<file path="src/hw/rtcli_pkg.sv">
package rtcli_pkg;

  // Host side register addresses on the special function register bus.
  localparam logic [7:0] RTCLI_KEY_ADDR = 8'hAE;
  localparam logic [7:0] RTCLI_ADR_ADDR = 8'hAC;
  localparam logic [7:0] RTCLI_DAT_ADDR = 8'hAD;

  // Unlock key bytes, in the order they must arrive.
  localparam logic [7:0] RTCLI_KEY_FIRST = 8'hA5;
  localparam logic [7:0] RTCLI_KEY_SECOND = 8'hF1;

  // Status codes returned by a read of the lock/key port.
  localparam logic [7:0] RTCLI_ST_LOCKED = 8'h00;
  localparam logic [7:0] RTCLI_ST_FIRST = 8'h01;
  localparam logic [7:0] RTCLI_ST_OPEN = 8'h02;
  localparam logic [7:0] RTCLI_ST_DISABLED = 8'h03;

  // Field positions and reset values of the indirect address and data ports.
  localparam int RTCLI_BUSY_BIT = 7;
  localparam int RTCLI_AUTO_READ_ENABLE_BIT = 6;
  localparam int RTCLI_SHORT_BIT = 4;
  localparam int RTCLI_ADDR_W = 4;
  localparam logic RTCLI_SHORT_RST = 1'b1;
  localparam logic RTCLI_AUTO_READ_ENABLE_RST = 1'b0;
  localparam logic [3:0] RTCLI_ADDR_RST = 4'h0;
  localparam logic [7:0] RTCLI_DATA_RST = 8'h00;

  // Indirect access length in system clock cycles.
  localparam logic [2:0] RTCLI_ACC_LONG = 3'h7;
  localparam logic [2:0] RTCLI_ACC_SHORT = 3'h6;

  // Internal register map.
  localparam logic [3:0] RTCLI_SNAP_LO = 4'h0;
  localparam logic [3:0] RTCLI_SNAP_HI = 4'h3;
  localparam logic [3:0] RTCLI_CLK_CTRL = 4'h4;
  localparam logic [3:0] RTCLI_OSC_CTRL = 4'h5;
  localparam logic [3:0] RTCLI_OSC_CFG = 4'h6;
  localparam logic [3:0] RTCLI_PIN_CFG = 4'h7;
  localparam logic [3:0] RTCLI_ALARM_LO = 4'h8;
  localparam logic [3:0] RTCLI_ALARM_HI = 4'hB;
  localparam int RTCLI_NUM_REGS = 12;
  localparam logic [7:0] RTCLI_BANK_RST = 8'h00;

  // States of the lock and key sequence.
  typedef enum logic [1:0] {
    LOCK_IDLE,
    LOCK_FIRST,
    LOCK_OPEN,
    LOCK_DEAD
  } rtcli_lock_t;

endpackage : rtcli_pkg

</file>
<file path="src/hw/rtcli_bank_if.sv">
`timescale 1ns/1ps
// Carries one indirect transfer between the access engine and the bank.
interface rtcli_bank_if;
  logic wr;
  logic [3:0] addr;
  logic [7:0] wdata;
  logic [7:0] rdata;
  modport engine (output wr, output addr, output wdata, input rdata);
  modport bank (input wr, input addr, input wdata, output rdata);
endinterface : rtcli_bank_if

</file>
<file path="src/hw/rtcli_reg_bank.sv">
`timescale 1ns/1ps
module rtcli_reg_bank
  import rtcli_pkg::*;
(
  input wire logic clk_i,
  input wire logic rst_n_i,
  input wire logic ce_i,
  rtcli_bank_if.bank bus,
  input wire logic capture_i,
  input wire logic [31:0] counter_i,
  output logic [31:0] counter_snapshot_o,
  output logic [7:0] clock_control_o,
  output logic [7:0] oscillator_control_o,
  output logic [7:0] oscillator_config_o,
  output logic [7:0] pin_config_o,
  output logic [31:0] alarm_value_o
);

  logic [7:0] regs_q [RTCLI_NUM_REGS];

  ////////////////////////////////////////////////////////////////////////
  // One byte register per entry; the snapshot bytes also load from the counter on a capture.
  for (genvar i = 0; i < RTCLI_NUM_REGS; i++) begin : g_byte
    always_ff @(posedge clk_i or negedge rst_n_i) begin
      if (!rst_n_i) begin
        regs_q[i] <= RTCLI_BANK_RST;
      end else if (ce_i) begin
        if (bus.wr && bus.addr == 4'(i)) begin
          regs_q[i] <= bus.wdata; // Host write wins over a capture.
        end else if (capture_i && 4'(i) <= RTCLI_SNAP_HI) begin
          regs_q[i] <= counter_i[8*(i%4) +: 8];
        end
      end
    end
  end

  ////////////////////////////////////////////////////////////////////////
  // Read port; addresses above the map read as zero.
  // internal map
  always_comb begin
    if (bus.addr <= RTCLI_ALARM_HI) begin
      bus.rdata = regs_q[bus.addr];
    end else begin
      bus.rdata = 8'h00;
    end
  end

  // Register contents toward the clock core.
  assign counter_snapshot_o = {regs_q[3], regs_q[2], regs_q[1], regs_q[0]};
  assign clock_control_o = regs_q[RTCLI_CLK_CTRL];
  assign oscillator_control_o = regs_q[RTCLI_OSC_CTRL];
  assign oscillator_config_o = regs_q[RTCLI_OSC_CFG];
  assign pin_config_o = regs_q[RTCLI_PIN_CFG];
  assign alarm_value_o = {regs_q[11], regs_q[10], regs_q[9], regs_q[8]};

endmodule : rtcli_reg_bank

</file>
<file path="src/hw/rtcli_top.sv">
// Behaviour
// Unlock only after key A5 then key F1 are written to lock/key port.
// No timing limit between the two key writes; only order matters.
// Bad key, wrong order or locked access disables until system reset.
// Unlocked interface accepts any number of indirect accesses.
// Any lock/key write while unlocked locks the interface again.
// Reading lock/key port returns status and leaves sequence undisturbed.
// Address port selects internal register for following indirect accesses.
// Data port write starts indirect write of that byte to selected register.
// Writing one to busy bit starts indirect read into data port.
// Data port keeps read byte until next indirect read or write begins.
// Host polls busy low before each access unless following spacing.
// Address and data ports keep contents across a device reset; the code sets the short bit back to one on a system reset.
// Indirect access takes 7 cycles, or 6 with short strobe.
// Short strobe on after reset; address port bit four switches it.
// With autoread, each data port read starts the next indirect read.
// Autoread follows bit six of the address port.
// Host sets busy once at the start of an autoread series.
// Address auto-increments after accesses to snapshot or alarm bytes.
// Map: snapshot 0-3, control 4-7 as listed, alarm 8-B.
// Internal registers reachable only through address and data ports.
// Host waits three slots between address write and data read.
// Host leaves one idle slot after an indirect write.
// Busy reads one from access start until the access completes.
`timescale 1ns/1ps
module rtcli_top
  import rtcli_pkg::*;
(
  input wire logic clk_i,
  input wire logic rst_n_i,
  input wire logic por_n_i,
  input wire logic ce_i,
  input wire logic [7:0] sfr_addr_i,
  input wire logic sfr_wr_i,
  input wire logic sfr_rd_i,
  input wire logic [7:0] sfr_wdata_i,
  output logic [7:0] sfr_rdata_o,
  input wire logic capture_i,
  input wire logic [31:0] counter_i,
  output logic [31:0] counter_snapshot_o,
  output logic [7:0] clock_control_o,
  output logic [7:0] oscillator_control_o,
  output logic [7:0] oscillator_config_o,
  output logic [7:0] pin_config_o,
  output logic [31:0] alarm_value_o
);

  rtcli_lock_t lock_q;
  rtcli_lock_t lock_d;
  logic busy_q;
  logic op_wr_q;
  logic [2:0] cnt_q;
  logic short_q;
  logic auto_q;
  logic [3:0] addr_q;
  logic [7:0] data_q;
  logic [7:0] rdata_q;
  logic key_wr;
  logic key_rd;
  logic adr_wr;
  logic adr_rd;
  logic dat_wr;
  logic dat_rd;
  logic port_acc;
  logic is_open;
  logic idle_open;
  logic wr_start;
  logic rd_start;
  logic start;
  logic short_nx;
  logic xfer;
  logic auto_inc;
  logic [7:0] adr_view;
  logic [7:0] key_view;

  rtcli_bank_if bank_if ();

  ////////////////////////////////////////////////////////////////////////
  // Bus decode of the three host side ports; write wins over read.
  assign key_wr = sfr_wr_i && sfr_addr_i == RTCLI_KEY_ADDR;
  assign key_rd = !sfr_wr_i && sfr_rd_i && sfr_addr_i == RTCLI_KEY_ADDR;
  assign adr_wr = sfr_wr_i && sfr_addr_i == RTCLI_ADR_ADDR;
  assign adr_rd = !sfr_wr_i && sfr_rd_i && sfr_addr_i == RTCLI_ADR_ADDR;
  assign dat_wr = sfr_wr_i && sfr_addr_i == RTCLI_DAT_ADDR;
  assign dat_rd = !sfr_wr_i && sfr_rd_i && sfr_addr_i == RTCLI_DAT_ADDR;
  assign port_acc = adr_wr || adr_rd || dat_wr || dat_rd;
  assign is_open = lock_q == LOCK_OPEN;
  assign idle_open = is_open && !busy_q;

  ////////////////////////////////////////////////////////////////////////
  // Lock and key sequence.
  always_comb begin
    lock_d = lock_q;
    unique case (lock_q)
      // first key byte
      LOCK_IDLE: begin
        if (key_wr) begin
          // wrong first key
          lock_d = (sfr_wdata_i == RTCLI_KEY_FIRST) ? LOCK_FIRST : LOCK_DEAD;
        end else if (port_acc) begin
          lock_d = LOCK_DEAD;
        end
      end
      // no timeout here
      LOCK_FIRST: begin
        if (key_wr) begin
          // second key byte
          lock_d = (sfr_wdata_i == RTCLI_KEY_SECOND) ? LOCK_OPEN : LOCK_DEAD;
        end else if (port_acc) begin
          lock_d = LOCK_DEAD;
        end
      end
      // relock on write
      LOCK_OPEN: begin
        if (key_wr) begin
          lock_d = LOCK_IDLE;
        end
      end
      // dead until reset
      LOCK_DEAD: begin
        lock_d = LOCK_DEAD;
      end
    endcase
  end

  // Lock state; only a system reset leaves the disabled state.
  always_ff @(posedge clk_i or negedge rst_n_i) begin
    if (!rst_n_i) begin
      lock_q <= LOCK_IDLE;
    end else if (ce_i) begin
      lock_q <= lock_d;
    end
  end

  ////////////////////////////////////////////////////////////////////////
  // Start of indirect accesses; a busy interface ignores new ones.
  // data write start
  assign wr_start = dat_wr && idle_open;
  // busy bit read
  // autoread start
  assign rd_start = idle_open &&
                    ((adr_wr && sfr_wdata_i[RTCLI_BUSY_BIT]) ||
                     (dat_rd && auto_q));
  // no access limit
  assign start = wr_start || rd_start;
  // The short bit written together with busy applies to that same read.
  assign short_nx = (adr_wr && idle_open) ?
                    sfr_wdata_i[RTCLI_SHORT_BIT] : short_q;
  assign xfer = busy_q && cnt_q == 3'h1;
  // snapshot and alarm
  assign auto_inc = addr_q <= RTCLI_SNAP_HI ||
                    (addr_q >= RTCLI_ALARM_LO && addr_q <= RTCLI_ALARM_HI);

  ////////////////////////////////////////////////////////////////////////
  // Access timer and busy flag.
  always_ff @(posedge clk_i or negedge rst_n_i) begin
    if (!rst_n_i) begin
      busy_q <= 1'b0;
      cnt_q <= 3'h0;
      op_wr_q <= 1'b0;
    end else if (ce_i) begin
      if (start) begin
        // busy set
        busy_q <= 1'b1;
        op_wr_q <= wr_start;
        // access length
        cnt_q <= short_nx ? RTCLI_ACC_SHORT : RTCLI_ACC_LONG;
      end else if (busy_q) begin
        // busy cleared
        cnt_q <= cnt_q - 3'h1;
        busy_q <= cnt_q != 3'h1;
      end
    end
  end

  ////////////////////////////////////////////////////////////////////////
  // Short strobe control, back on after every system reset.
  always_ff @(posedge clk_i or negedge rst_n_i) begin
    if (!rst_n_i) begin
      // short after reset
      short_q <= RTCLI_SHORT_RST;
    end else if (ce_i && adr_wr && idle_open) begin
      // short bit write
      short_q <= sfr_wdata_i[RTCLI_SHORT_BIT];
    end
  end

  ////////////////////////////////////////////////////////////////////////
  // Address and autoread; cleared only at power on, not by system reset.
  // retained address
  always_ff @(posedge clk_i or negedge por_n_i) begin
    if (!por_n_i) begin
      addr_q <= RTCLI_ADDR_RST;
      auto_q <= RTCLI_AUTO_READ_ENABLE_RST;
    end else if (ce_i) begin
      if (adr_wr && idle_open) begin
        // select target
        addr_q <= sfr_wdata_i[RTCLI_ADDR_W-1:0];
        // autoread bit
        auto_q <= sfr_wdata_i[RTCLI_AUTO_READ_ENABLE_BIT];
      end else if (xfer && auto_inc) begin
        // address increment
        addr_q <= addr_q + 4'h1;
      end
    end
  end

  ////////////////////////////////////////////////////////////////////////
  // Data port; also retained across a system reset.
  // retained data
  // held until access
  always_ff @(posedge clk_i or negedge por_n_i) begin
    if (!por_n_i) begin
      data_q <= RTCLI_DATA_RST;
    end else if (ce_i) begin
      if (wr_start) begin
        data_q <= sfr_wdata_i;
      end else if (xfer && !op_wr_q) begin
        // copy into data
        data_q <= bank_if.rdata;
      end
    end
  end

  ////////////////////////////////////////////////////////////////////////
  // Port to the internal register bank, reachable only from here.
  // indirect only
  assign bank_if.wr = xfer && op_wr_q;
  assign bank_if.addr = addr_q;
  assign bank_if.wdata = data_q;

  rtcli_reg_bank u_bank (
    .clk_i(clk_i),
    .rst_n_i(rst_n_i),
    .ce_i(ce_i),
    .bus(bank_if.bank),
    .capture_i(capture_i),
    .counter_i(counter_i),
    .counter_snapshot_o(counter_snapshot_o),
    .clock_control_o(clock_control_o),
    .oscillator_control_o(oscillator_control_o),
    .oscillator_config_o(oscillator_config_o),
    .pin_config_o(pin_config_o),
    .alarm_value_o(alarm_value_o)
  );

  ////////////////////////////////////////////////////////////////////////
  // Read views of the lock/key and address ports.
  always_comb begin
    unique case (lock_q)
      LOCK_IDLE: key_view = RTCLI_ST_LOCKED;
      LOCK_FIRST: key_view = RTCLI_ST_FIRST;
      LOCK_OPEN: key_view = RTCLI_ST_OPEN;
      LOCK_DEAD: key_view = RTCLI_ST_DISABLED;
    endcase
  end

  // Unused bit five reads as zero.
  assign adr_view = {busy_q, auto_q, 1'b0, short_q, addr_q};

  // Read data, registered; a port that cannot be reached reads zero.
  always_ff @(posedge clk_i or negedge rst_n_i) begin
    if (!rst_n_i) begin
      rdata_q <= 8'h00;
    end else if (ce_i && sfr_rd_i && !sfr_wr_i) begin
      if (key_rd) begin
        // status read
        rdata_q <= key_view;
      end else if (adr_rd && is_open) begin
        rdata_q <= adr_view;
      end else if (dat_rd && is_open) begin
        rdata_q <= data_q;
      end else begin
        rdata_q <= 8'h00;
      end
    end
  end

  assign sfr_rdata_o = rdata_q;

  ////////////////////////////////////////////////////////////////////////
  // Checks on the lock sequence.
  unlock_order_a: assert property (
    @(posedge clk_i) disable iff (!rst_n_i || !ce_i)
    (lock_q == LOCK_FIRST && key_wr && sfr_wdata_i == RTCLI_KEY_SECOND)
    |=> lock_q == LOCK_OPEN)
    else $error("second key did not unlock");

  bad_key_a: assert property (
    @(posedge clk_i) disable iff (!rst_n_i || !ce_i)
    (lock_q == LOCK_IDLE && key_wr && sfr_wdata_i != RTCLI_KEY_FIRST)
    |=> lock_q == LOCK_DEAD)
    else $error("wrong first key did not disable");

  dead_stays_a: assert property (
    @(posedge clk_i) disable iff (!rst_n_i)
    lock_q == LOCK_DEAD |-> !start ##1 lock_q == LOCK_DEAD)
    else $error("disabled interface left its state or accepted access");

  relock_a: assert property (
    @(posedge clk_i) disable iff (!rst_n_i || !ce_i)
    (is_open && key_wr) |=> lock_q == LOCK_IDLE && !is_open)
    else $error("key write did not relock");

  status_read_a: assert property (
    @(posedge clk_i) disable iff (!rst_n_i || !ce_i)
    key_rd |=> $stable(lock_q) && rdata_q == key_view)
    else $error("status read disturbed the sequence");

  ////////////////////////////////////////////////////////////////////////
  // Checks on indirect access timing and data.
  short_len_a: assert property (
    @(posedge clk_i) disable iff (!rst_n_i || !ce_i)
    (start && short_nx) |=> busy_q [*6] ##1 !busy_q)
    else $error("short strobe access not six cycles");

  long_len_a: assert property (
    @(posedge clk_i) disable iff (!rst_n_i || !ce_i)
    (start && !short_nx) |=> busy_q [*7] ##1 !busy_q)
    else $error("normal access not seven cycles");

  read_copy_a: assert property (
    @(posedge clk_i) disable iff (!rst_n_i || !ce_i)
    (xfer && !op_wr_q) |=> data_q == $past(bank_if.rdata))
    else $error("indirect read did not reach data port");

  data_hold_a: assert property (
    @(posedge clk_i) disable iff (!rst_n_i || !ce_i)
    (!wr_start && !(xfer && !op_wr_q)) |=> $stable(data_q))
    else $error("data port changed without an access");

  auto_inc_a: assert property (
    @(posedge clk_i) disable iff (!rst_n_i || !ce_i)
    (xfer && auto_inc) |=> addr_q == $past(addr_q) + 4'h1)
    else $error("address did not increment");

  autoread_a: assert property (
    @(posedge clk_i) disable iff (!rst_n_i || !ce_i)
    (dat_rd && idle_open && auto_q) |=> busy_q && !op_wr_q)
    else $error("autoread did not start a read");

endmodule : rtcli_top

</file>
<file path="config.mk">
export PLATFORM = sky130hd
export DESIGN_NAME = rtcli_top
export DESIGN_NICKNAME = d
export VERILOG_FILES = /design/src/hw/rtcli_pkg.sv /design/src/hw/rtcli_bank_if.sv /design/src/hw/rtcli_reg_bank.sv /design/src/hw/rtcli_top.sv
export SDC_FILE = /design/constraint.sdc
export NUM_CORES = 1
export LEC_CHECK = 0
export BUFFER_PORTS_ARGS = -buffer_cell sky130_fd_sc_hd__buf_4
export CAP_MARGIN = 0
export CORE_MARGIN = 8
export CORE_UTILIZATION = 54
export DETAILED_ROUTE_END_ITERATION = 7
export GPL_TIMING_DRIVEN = 0
export PLACE_DENSITY = 0.81
export SYNTH_ARGS = -nofsm -noshare
export SYNTH_HDL_FRONTEND = slang
export SYNTH_SLANG_ARGS = --single-unit
</file>
<file path="constraint.sdc">
create_clock -name clk_i -period 2.81 [get_ports clk_i]
set_clock_uncertainty 0.2 [all_clocks]
set_input_delay 0.4215 -clock clk_i [delete_from_list [all_inputs] [get_ports clk_i]]
set_output_delay 0.4215 -clock clk_i [all_outputs]
set_load 0.02 [all_outputs]
</file>
==> results.yml, run 1 <==
status:
  status: "complete, no violations"
cts:
  cts_buffer_depth: 2
  worst_setup_hold_path_clk_slew_ps: 60
  h-tree-depth: 4
  cts_tree: "built"
  clock-root-buffer: "clkbuf_16"
  cts.sinks: 125
  clock_latency_ps: 430
  cts-buffers-inserted: 17
  postCtsSetupBuffers: 0
placed_design:
  gp_congestion: 0.937
  place_ws_ps: -94.5
  dpl.hpwl_um: 14600
  placedCellCount: 825
  placement.io_buffers: 156
sta:
  maxSlewViolCount: 0
  tns_ps: 0
  period_needed_ps: 2740
  period_share_pct: 97.5
  setup-violations-final: 0
  rsz0062_at_grt: "no"
  finalWorstSetupSlack_ps: 70.4
  max_slew_margin_pct: 52.5
  clock.fmax_ghz: 0.365
  hold_violations: 0
  tightest_slew_ps: 713
  holdWs_ps: 37.5
finish:
  stdcell_count: 859
  drive_gt1_share_pct: 43.4
  final_nets: 764
  diodes: 0
  area_growth_pct: 32.0
  final_core_util_pct: 72.9
die:
  core_area_mm2: 0.0114
  die_area_mm2: 0.0153
  fp.dieH_um: 124
  rows: 39
  die_w_um: 124
  start_util_pct: 55.2
  boundaryPins: 159
detailed_routing:
  drtIter0Drc: 569
  drt_wl_total_um: 20500
  drtPass1Iterations: 5
  drc: 0
  via_per_inst: 6.27
  ant_nets: 0
  num_vias: 5387
  post_drt_wl_per_cell_um: 23.8
setup_path:
  critPathLaunchType: "flip-flop"
  rr_worst_depth: 9
  crit_required_ps: 2880
  path_depth: 9
  path_cells: "buf_2 > buf_4 > buf_2 > inv_1 > ha_1 > nand4_4 > nand2_2 > o22ai_1 > a21oi_1"
  slowest_stage: "dfrtp_1"
  cp_max_fo: 10
  cp_slowest_stage_delay_ps: 380
  r2r-start: "addr_q[1]"
  end_kind: "flip-flop"
  criticalPathCategory: "reg -> reg"
  crit_start: "addr_q[1]"
  r2r_slack_ps: 70
  path_delay_family: "buffers and inverters"
  worst-path-buf-inv: 4
  setup.worst_path.end: "u_bank.counter_snapshot_o[14]"
  r2r-end: "u_bank.counter_snapshot_o[14]"
  cp_common_cell: "buf_2"
  critical_path_arrival_ps: 2810
yosys:
  ys.flop_type: "dfrtp_1"
  synth_seq_cells: 125
  ys_types: 50
  ys.warnings.count: 0
  synth_nets: 587
  synth-edff-count: 0
  avgSynthCellArea_um2: 11.9
  yosysSeqAreaShare_pct: 49.9
  async_flop_share_pct: 100
  netlist_area_mm2: 0.00628
  syn_inst: 526
grt:
  grt_pass1_wl_um: 31200
  antenna_found_initial: 0
  grt.overflow.total: 0
  grt_max_degree: 113
  track_usage_pct: 27.3
  grt_pass1_vias: 5644
hold_path:
  hold_path_class: "in -> reg"
job:
  drv_cap: 0
pwr:
  power_leakage_nw: 3.94
  ir_worst_vdd_v: 0.000592
  pwr_density_cell_mw_per_mm2: 548
synthesized netlist by cell type (6+ instances only):
master / count / area (um^2)
o21ai_1: 6 / 30.0
a21oi_1: 44 / 220
o21ai_0: 10 / 50.1
ha_1: 6 / 75.1
mux4_2: 24 / 541
inv_1: 7 / 26.3
o22ai_1: 32 / 200
nor3_1: 10 / 50.1
a31oi_1: 9 / 56.3
dfrtp_1: 124 / 3100
nor2_1: 50 / 188
mux2_2: 67 / 754
buf_2: 12 / 60.1
nand2_1: 38 / 143
clkbuf_1: 16 / 60.1
mux2i_1: 16 / 160
where the power goes:
| part | leakage [nW] | total [mW] | internal (mW) | switching (mW) |
|---|---|---|---|---|
| Clock | 0.274 | 2.11 | 1.23 | 0.880 |
| Sequential | 1.63 | 1.93 | 1.87 | 0.0676 |
| Combinational | 2.03 | 0.493 | 0.214 | 0.280 |
how the worst min path moves through the flow:
| stage | depth (start not counted) | startpoint | to |
|---|---|---|---|
| finish | 2 | sfr_wdata_i[0] | addr_q[0] |
| global route | 2 | sfr_wdata_i[0] | addr_q[0] |
| CTS | 2 | sfr_wdata_i[0] | addr_q[0] |
| detailed placement | 1 | por_n_i | bank_if.wdata[4] |
| global placement | 1 | por_n_i | bank_if.wdata[4] |
| floorplan | 0 | por_n_i | addr_q[0] |
logic make-up (layout without fill, tap and decap cells):
group                    Yosys count  in the layout  share of synthesized area (%)
multiplexers                     110            110                           23.7
buffers and inverters             38            228                           2.75
flip-flops                       125            125                           49.9
AO/OA/AOI/OAI                    116            116                           11.4
AND/OR/NAND/NOR                  131            131                           11.1
adder cells (fa/ha/maj)            6              6                           1.20
metal layers:
metal  part of all wire [%]  up-vias  wire [um]  global-route usage (%)
li1                       -     2320          -                       -
met1                     40     2696       8290                    34.8
met2                     48      320       9880                    42.8
met3                    8.9       51       1830                    7.89
met4                    2.3        0        473                    11.8
met5                      0        -          0                       0
placed cells by master, fill, tap and decap left out, drive strengths merged, types with 4 or more instances in the layout:
cell    count
mux2       70
mux4       24
dfrtp     124
mux2i      16
a21boi      4
nor3       10
ha          6
buf       170
o22ai      32
nand4       7
nand2      38
nor2       50
clkinv      6
o21ai      16
a31oi       9
a21oi      44
clkbuf     35
inv        12
nand2b      4
per-stage QoR:
step	area, um^2	power, mW
after floorplan	6280	2.17
after global placement	7630	2.43
after detailed placement	7630	2.44
after CTS	8220	4.54
after global routing	8290	4.67
final	8290	4.54
area by class of cell:
| class | instances | area (um^2) |
|---|---|---|
| flip-flops and latches | 125 | 3130 |
| fillers | 801 | 3080 |
| multi-input cells | 363 | 3020 |
| repair buffers | 159 | 1220 |
| clock buffers | 18 | 429 |
| well taps | 143 | 179 |
| plain buffers | 30 | 146 |
| clock inverters | 14 | 136 |
| inverters | 7 | 26.3 |
state kept, by name, indices dropped and copies added (netlist names), 8 cells and up:
| name | count |
|---|---|
| u_bank.alarm_value_o | 32 |
| u_bank.counter_snapshot_o | 32 |
| bank_if.wdata | 8 |
| sfr_rdata_o | 8 |
| u_bank.clock_control_o | 8 |
| u_bank.oscillator_config_o | 8 |
| u_bank.oscillator_control_o | 8 |
| u_bank.pin_config_o | 8 |
worst register-to-register path, stage by stage (launching register included):
cell and delay (ps):
dfrtp_1 380, buf_2 290, buf_4 270, buf_2 300
inv_1 120, ha_1 260, nand4_4 240, nand2_2 210
o22ai_1 210, a21oi_1 100
repair_timing:
item,4_1_cts,5_1_grt
endpoints found under the hold margin,13,39
gates resized for setup,3,7
hold buffers,1,1
endpoints found under the setup margin,13,42
No activity file was read; power rests on OpenSTA's default activity.
==> inputs of run 2 (changes only) <==
Settings changed: ABC_AREA set to 1, PLACE_DENSITY 0.81 to 0.8, REMOVE_ABC_BUFFERS set to 1.
==> results.yml, run 2 <==
sta:
  clock.fmax_ghz: 0.384
  setup-violations-final: 0
  tightest_slew_ps: 880
  hold_violations: 0
  period_share_pct: 92.7
  max_slew_margin_pct: 41.0
  maxSlewViolCount: 0
  holdWs_ps: 77.3
  rsz0062_at_grt: "no"
  period_needed_ps: 2600
finish:
  final_nets: 1104
  final_cell_mix: "268 x nand2_1, 157 x buf_4, 122 x dfrtp_1, 109 x o21ai_0, 81 x inv_1"
  drive_gt1_share_pct: 21.8
  final_common_cell: "nand2_1"
  diodes: 0
  stdcell_count: 1228
  area_growth_pct: 26.2
placed_design:
  gp_congestion: 0.921
  placedCellCount: 1192
  placement.io_buffers: 158
  dpl.hpwl_um: 14200
setup_path:
  path_cells: "clkinvlp_2 > o21ai_0 > nand2_1 > nand2_1 > nand3_1 > nand2_1 > a21oi_1"
  r2r-end: "bank_if.wdata[7]"
  setup.worst_path.end: "bank_if.wdata[7]"
  path_depth: 7
  critPathLaunchType: "flip-flop"
  cp_slowest_stage_delay_ps: 810
  worst-path-buf-inv: 1
  rr_worst_depth: 7
  cp_common_cell: "nand2_1"
  criticalPathCategory: "reg -> reg"
  end_kind: "flip-flop"
  cp_max_fo: 21
  path_delay_family: "buffers and inverters"
  r2r_slack_ps: 210
  slowest_stage: "clkinvlp_2"
  critical_path_arrival_ps: 2710
  crit_required_ps: 2910
  r2r-start: "addr_q[0]"
  crit_start: "addr_q[0]"
grt:
  grt_max_degree: 113
  grt_pass1_vias: 6413
  grt.overflow.total: 0
  grt_pass1_wl_um: 33200
  track_usage_pct: 26.0
  antenna_found_initial: 0
detailed_routing:
  drt_wl_total_um: 21200
  drtIter0Drc: 668
  drc: 0
  post_drt_wl_per_cell_um: 17.2
  via_per_inst: 5.49
  num_vias: 6745
  ant_nets: 0
  drtPass1Iterations: 5
cts:
  clock-root-buffer: "clkbuf_16"
  cts.sinks: 125
  cts_buffer_depth: 2
  postCtsSetupBuffers: 0
  h-tree-depth: 4
  worst_setup_hold_path_clk_slew_ps: 60
  cts-buffers-inserted: 17
  cts_tree: "built"
  clock_latency_ps: 420
yosys:
  yosys-top-cells-count: "268 x nand2_1, 124 x dfrtp_1, 109 x o21ai_0, 83 x inv_1, 82 x nor2_1"
  yosysSeqAreaShare_pct: 46.0
  syn_inst: 907
  async_flop_share_pct: 100
  synth_area_leader_cell: "dfrtp_1"
  ys.flop_type: "dfrtp_1"
  yosysMostFrequentCell: "nand2_1"
  ys.warnings.count: 0
  ys_types: 30
  yosys-top-cells-area: "dfrtp_1 46%, nand2_1 15%, o21ai_0 8.0%"
  avgSynthCellArea_um2: 7.50
  netlist_area_mm2: 0.00681
  synth.top_cell.area_share_pct: 45.6
  synth-edff-count: 0
  synth_seq_cells: 125
die:
  boundaryPins: 159
  rows: 41
  core_area_mm2: 0.0125
  die_w_um: 128
  fp.dieH_um: 128
  start_util_pct: 54.6
  die_area_mm2: 0.0165
pwr:
  pwr_density_cell_mw_per_mm2: 523
  power_leakage_nw: 4.35
  ir_worst_vdd_v: 0.000302
status:
  status: "complete, no violations"
hold_path:
  hold_path_class: "in -> reg"
job:
  drv_cap: 0
-- run 2: changes by cell type in the layout (fill, tap and decap cells not counted), sizes merged, moves of 17 or more --
cell   previous run  this run
inv              12        85
nand3             2        40
mux4             24         0
o22ai            32         0
o21ai            16       191
mux2             70         0
a21oi            44        27
nor2             50        83
nand2            38       276
-- run 2: power breakdown --
group / switching [mW] / internal, mW / total [mW]
Sequential: 0.0499 / 1.86 / 1.91
Clock: 0.801 / 1.32 / 2.12
Combinational: 0.270 / 0.184 / 0.454
Total: 1.12 / 3.37 / 4.49
-- run 2: per-layer routing --
metal	part of all wire [%]	vias to the layer above	GRT usage [%]
met3	8.7	52	5.95
li1	-	3206	-
met5	0	-	0
met2	48	338	42.9
met4	3.4	0	12.2
met1	40	3149	31.4
-- run 2: how the worst min path moves through the flow --
stage | from | endpoint | cells past startpoint
finish | sfr_wdata_i[4] | short_q | 3
global route | sfr_wdata_i[4] | short_q | 3
CTS | sfr_wdata_i[4] | short_q | 3
detailed placement | por_n_i | bank_if.wdata[6] | 1
global placement | por_n_i | bank_if.wdata[2] | 1
floorplan | por_n_i | addr_q[0] | 0
-- run 2: final cells by class --
| class | count | area [um^2] |
|---|---|---|
| Timing Repair inverter | 1 | 5.00 |
| Multi-Input combinational cell | 649 | 3070 |
| Inverter | 87 | 337 |
| Timing Repair Buffer | 162 | 1260 |
| Clock buffer | 20 | 447 |
| Clock inverter | 12 | 120 |
| Tap cell | 172 | 215 |
| Sequential cell | 125 | 3130 |
| Fill cell | 1062 | 3880 |
-- run 2: cell families after synthesis --
| family | synth area share (%) |
|---|---|
| compound gates | 18.3 |
| xor+xnor | 0.257 |
| fa+ha+maj | 1.10 |
| buf+inv | 8.97 |
| flops | 46.0 |
| simple gates | 25.3 |
-- run 2: what timing repair did --
item / CTS / global route
gates resized for setup: 2 / 4
hold buffers: 1 / 1
gates cloned: 0 / 1
pin swaps: 0 / 0
hold endpoints to repair: 13 / 14
endpoints found under the setup margin: 73 / 70
-- run 2: worst register-to-register path: cells and delay by family (launching register included) --
family	cells	cell delay [ps]
buf+inv	1	810
compound gates	2	540
flops	1	570
simple gates	4	390
-- run 2: per-stage QoR --
stage / util (%) / cell area, um^2 / setup TNS, ps / power, mW / setup slack (ps)
5_1_grt: 68.9 / 8590 / 0 / 4.61 / 55.9
2_1_floorplan: - / 6530 / -11930 / 2.14 / -278
3_3_place_gp: 63.6 / 7930 / -114890 / 2.37 / -1690
3_5_place_dp: 63.8 / 7950 / -31160 / 2.39 / -610
4_1_cts: 68.4 / 8530 / 0 / 4.48 / 5.71
6_report: 68.9 / 8590 / 0 / 4.49 / 206
==> inputs of run 3 (changes only) <==
Settings changed: BUFFER_PORTS_ARGS -buffer_cell sky130_fd_sc_hd__buf_4 to unset, CORE_UTILIZATION 54 to 55, DONT_BUFFER_PORTS set to 1, PLACE_DENSITY 0.8 to 0.7, REMOVE_ABC_BUFFERS 1 to unset.
==> results.yml, run 3 (same netlist as run 2, synthesis figures left out) <==
detailed_routing:
  num_vias: 6441
  drtIter0Drc: 639
  drc: 0
  via_per_inst: 5.81
  drt_wl_total_um: 21800
  drtPass1Iterations: 5
  ant_nets: 0
  post_drt_wl_per_cell_um: 19.6
pwr:
  p_sw_mw: 1.10
  seqPwrFrac_pct: 43.8
  pwr_density_cell_mw_per_mm2: 594
  p_int_mw: 3.47
  combPwrFrac_pct: 4.0
  p_total_mw: 4.57
  p_clk_share_pct: 52.1
  ir_worst_vdd_v: 0.000339
  sw_frac_of_total_pct: 24.0
  power_leakage_nw: 3.68
setup_path:
  path_delay_family: "buffers and inverters"
  end_kind: "flip-flop"
  cp_max_fo: 11
  worst-path-buf-inv: 4
  cp_common_cell: "o21ai_0"
  critPathLaunchType: "flip-flop"
  crit_required_ps: 2950
  criticalPathCategory: "reg -> reg"
  slowest_stage: "dfrtp_1"
  critical_path_arrival_ps: 2690
  cp_slowest_stage_delay_ps: 400
  path_cells: "buf_2 > inv_1 > clkbuf_2 > ha_1 > nand3_4 > clkbuf_1 > o21ai_0 > nand2_1 > o21ai_0"
cts:
  cts_tree: "built"
  h-tree-depth: 4
  clock_latency_ps: 430
  cts_hold_buf: 3
  worst_setup_hold_path_clk_slew_ps: 60
  cts-buffers-inserted: 17
  cts_buffer_depth: 2
  postCtsSetupBuffers: 0
  clock-root-buffer: "clkbuf_16"
  cts.sinks: 125
grt:
  grt_pass1_vias: 6051
  antenna_found_initial: 0
  grt_max_degree: 113
  grt_pass1_wl_um: 33400
  grt.overflow.total: 0
  track_usage_pct: 26.9
placed_design:
  gp_congestion: 0.925
  place_area_mm2: 0.00702
  dpl.hpwl_um: 16200
  place_ws_ps: 125
  placement.io_buffers: 0
hold_path:
  hold_path_class: "in -> async"
die:
  die_w_um: 127
  core_area_mm2: 0.0121
  rows: 40
  start_util_pct: 56.4
  fp.dieH_um: 127
  die_area_mm2: 0.0162
  boundaryPins: 159
sta:
  clock.fmax_ghz: 0.392
  holdWs_ps: -514
  hold_violations: 112
  setup-violations-final: 0
  rsz0062_at_grt: "no"
  tightest_slew_ps: 820
  maxSlewViolCount: 0
  finalWorstSetupSlack_ps: 260
  tns_ps: 0
  max_slew_margin_pct: 45.3
  period_needed_ps: 2550
  period_share_pct: 90.7
finish:
  drive_gt1_share_pct: 8.71
  final_nets: 989
  final_cell_mix: "268 x nand2_1, 124 x dfrtp_1, 109 x o21ai_0, 83 x inv_1, 82 x nor2_1"
  regArea_mm2: 0.00313
  fin_area_mm2: 0.00769
  nFillCells: 1078
  final_common_cell: "nand2_1"
  area_growth_pct: 12.9
  diodes: 0
  multi_input_area_mm2: 0.00307
job:
  drv_cap: 0
status:
  violations: "negative hold slack"
  status: "finished, violations left"
yosys:
  synth_nets: 968
[run 3: metrics by stage]
stage | util (%) | instances
after floorplan | - | 907
after global placement | 58.2 | 1075
after detailed placement | 58.2 | 1075
after CTS | 63.7 | 1110
after global routing | 63.7 | 1109
final | 63.7 | 1109
[run 3: area by class of cell]
cell class / count / share of cell area (%)
multi-input combinational: 649 / 39.9
inverter: 87 / 4.28
clock buffer: 20 / 5.94
timing repair buffer: 3 / 0.391
clock inverter: 12 / 2.41
buffer: 45 / 3.63
tap: 168 / 2.73
sequential: 125 / 40.7
[run 3: timing repair]
action / 4_1_cts / 5_1_grt
gates resized for setup: 0 / 2
hold endpoints to repair: 127 / 112
setup endpoints to repair: 0 / 19
[run 3: metal layers]
metal / wire length, um / GRT usage, % / up-vias
met2: 9700 / 40.8 / 363
met5: 0 / 0 / -
met1: 8920 / 34.3 / 3050
met3: 2500 / 9.03 / 53
li1: - / - / 2975
met4: 669 / 12.2 / 0
[run 3: power by group through the flow]
| stage | logic, mW | clock network (mW) | registers (mW) |
|---|---|---|---|
| 2_1_floorplan | 0.137 | 0 | 2.01 |
| 3_3_place_gp | 0.167 | 0 | 2.03 |
| 3_5_place_dp | 0.173 | 0 | 2.03 |
| 4_1_cts | 0.182 | 2.39 | 2.00 |
| 5_1_grt | 0.211 | 2.46 | 2.01 |
| 6_report | 0.184 | 2.38 | 2.00 |
[run 3: final timing paths]
kind,cells after the start,slack (ps),from,endpoint
worst max-delay path,9,260,addr_q[1],u_bank.counter_snapshot_o[9]
max in group asynchronous,1,1780,por_n_i,addr_q[0]
worst min-delay path,0,-510,rst_n_i,u_bank.alarm_value_o[13]
worst min register to register,2,290,op_wr_q,op_wr_q
worst max register to register,9,260,addr_q[1],u_bank.counter_snapshot_o[9]
min in group clk_i,4,30,counter_i[26],u_bank.counter_snapshot_o[26]
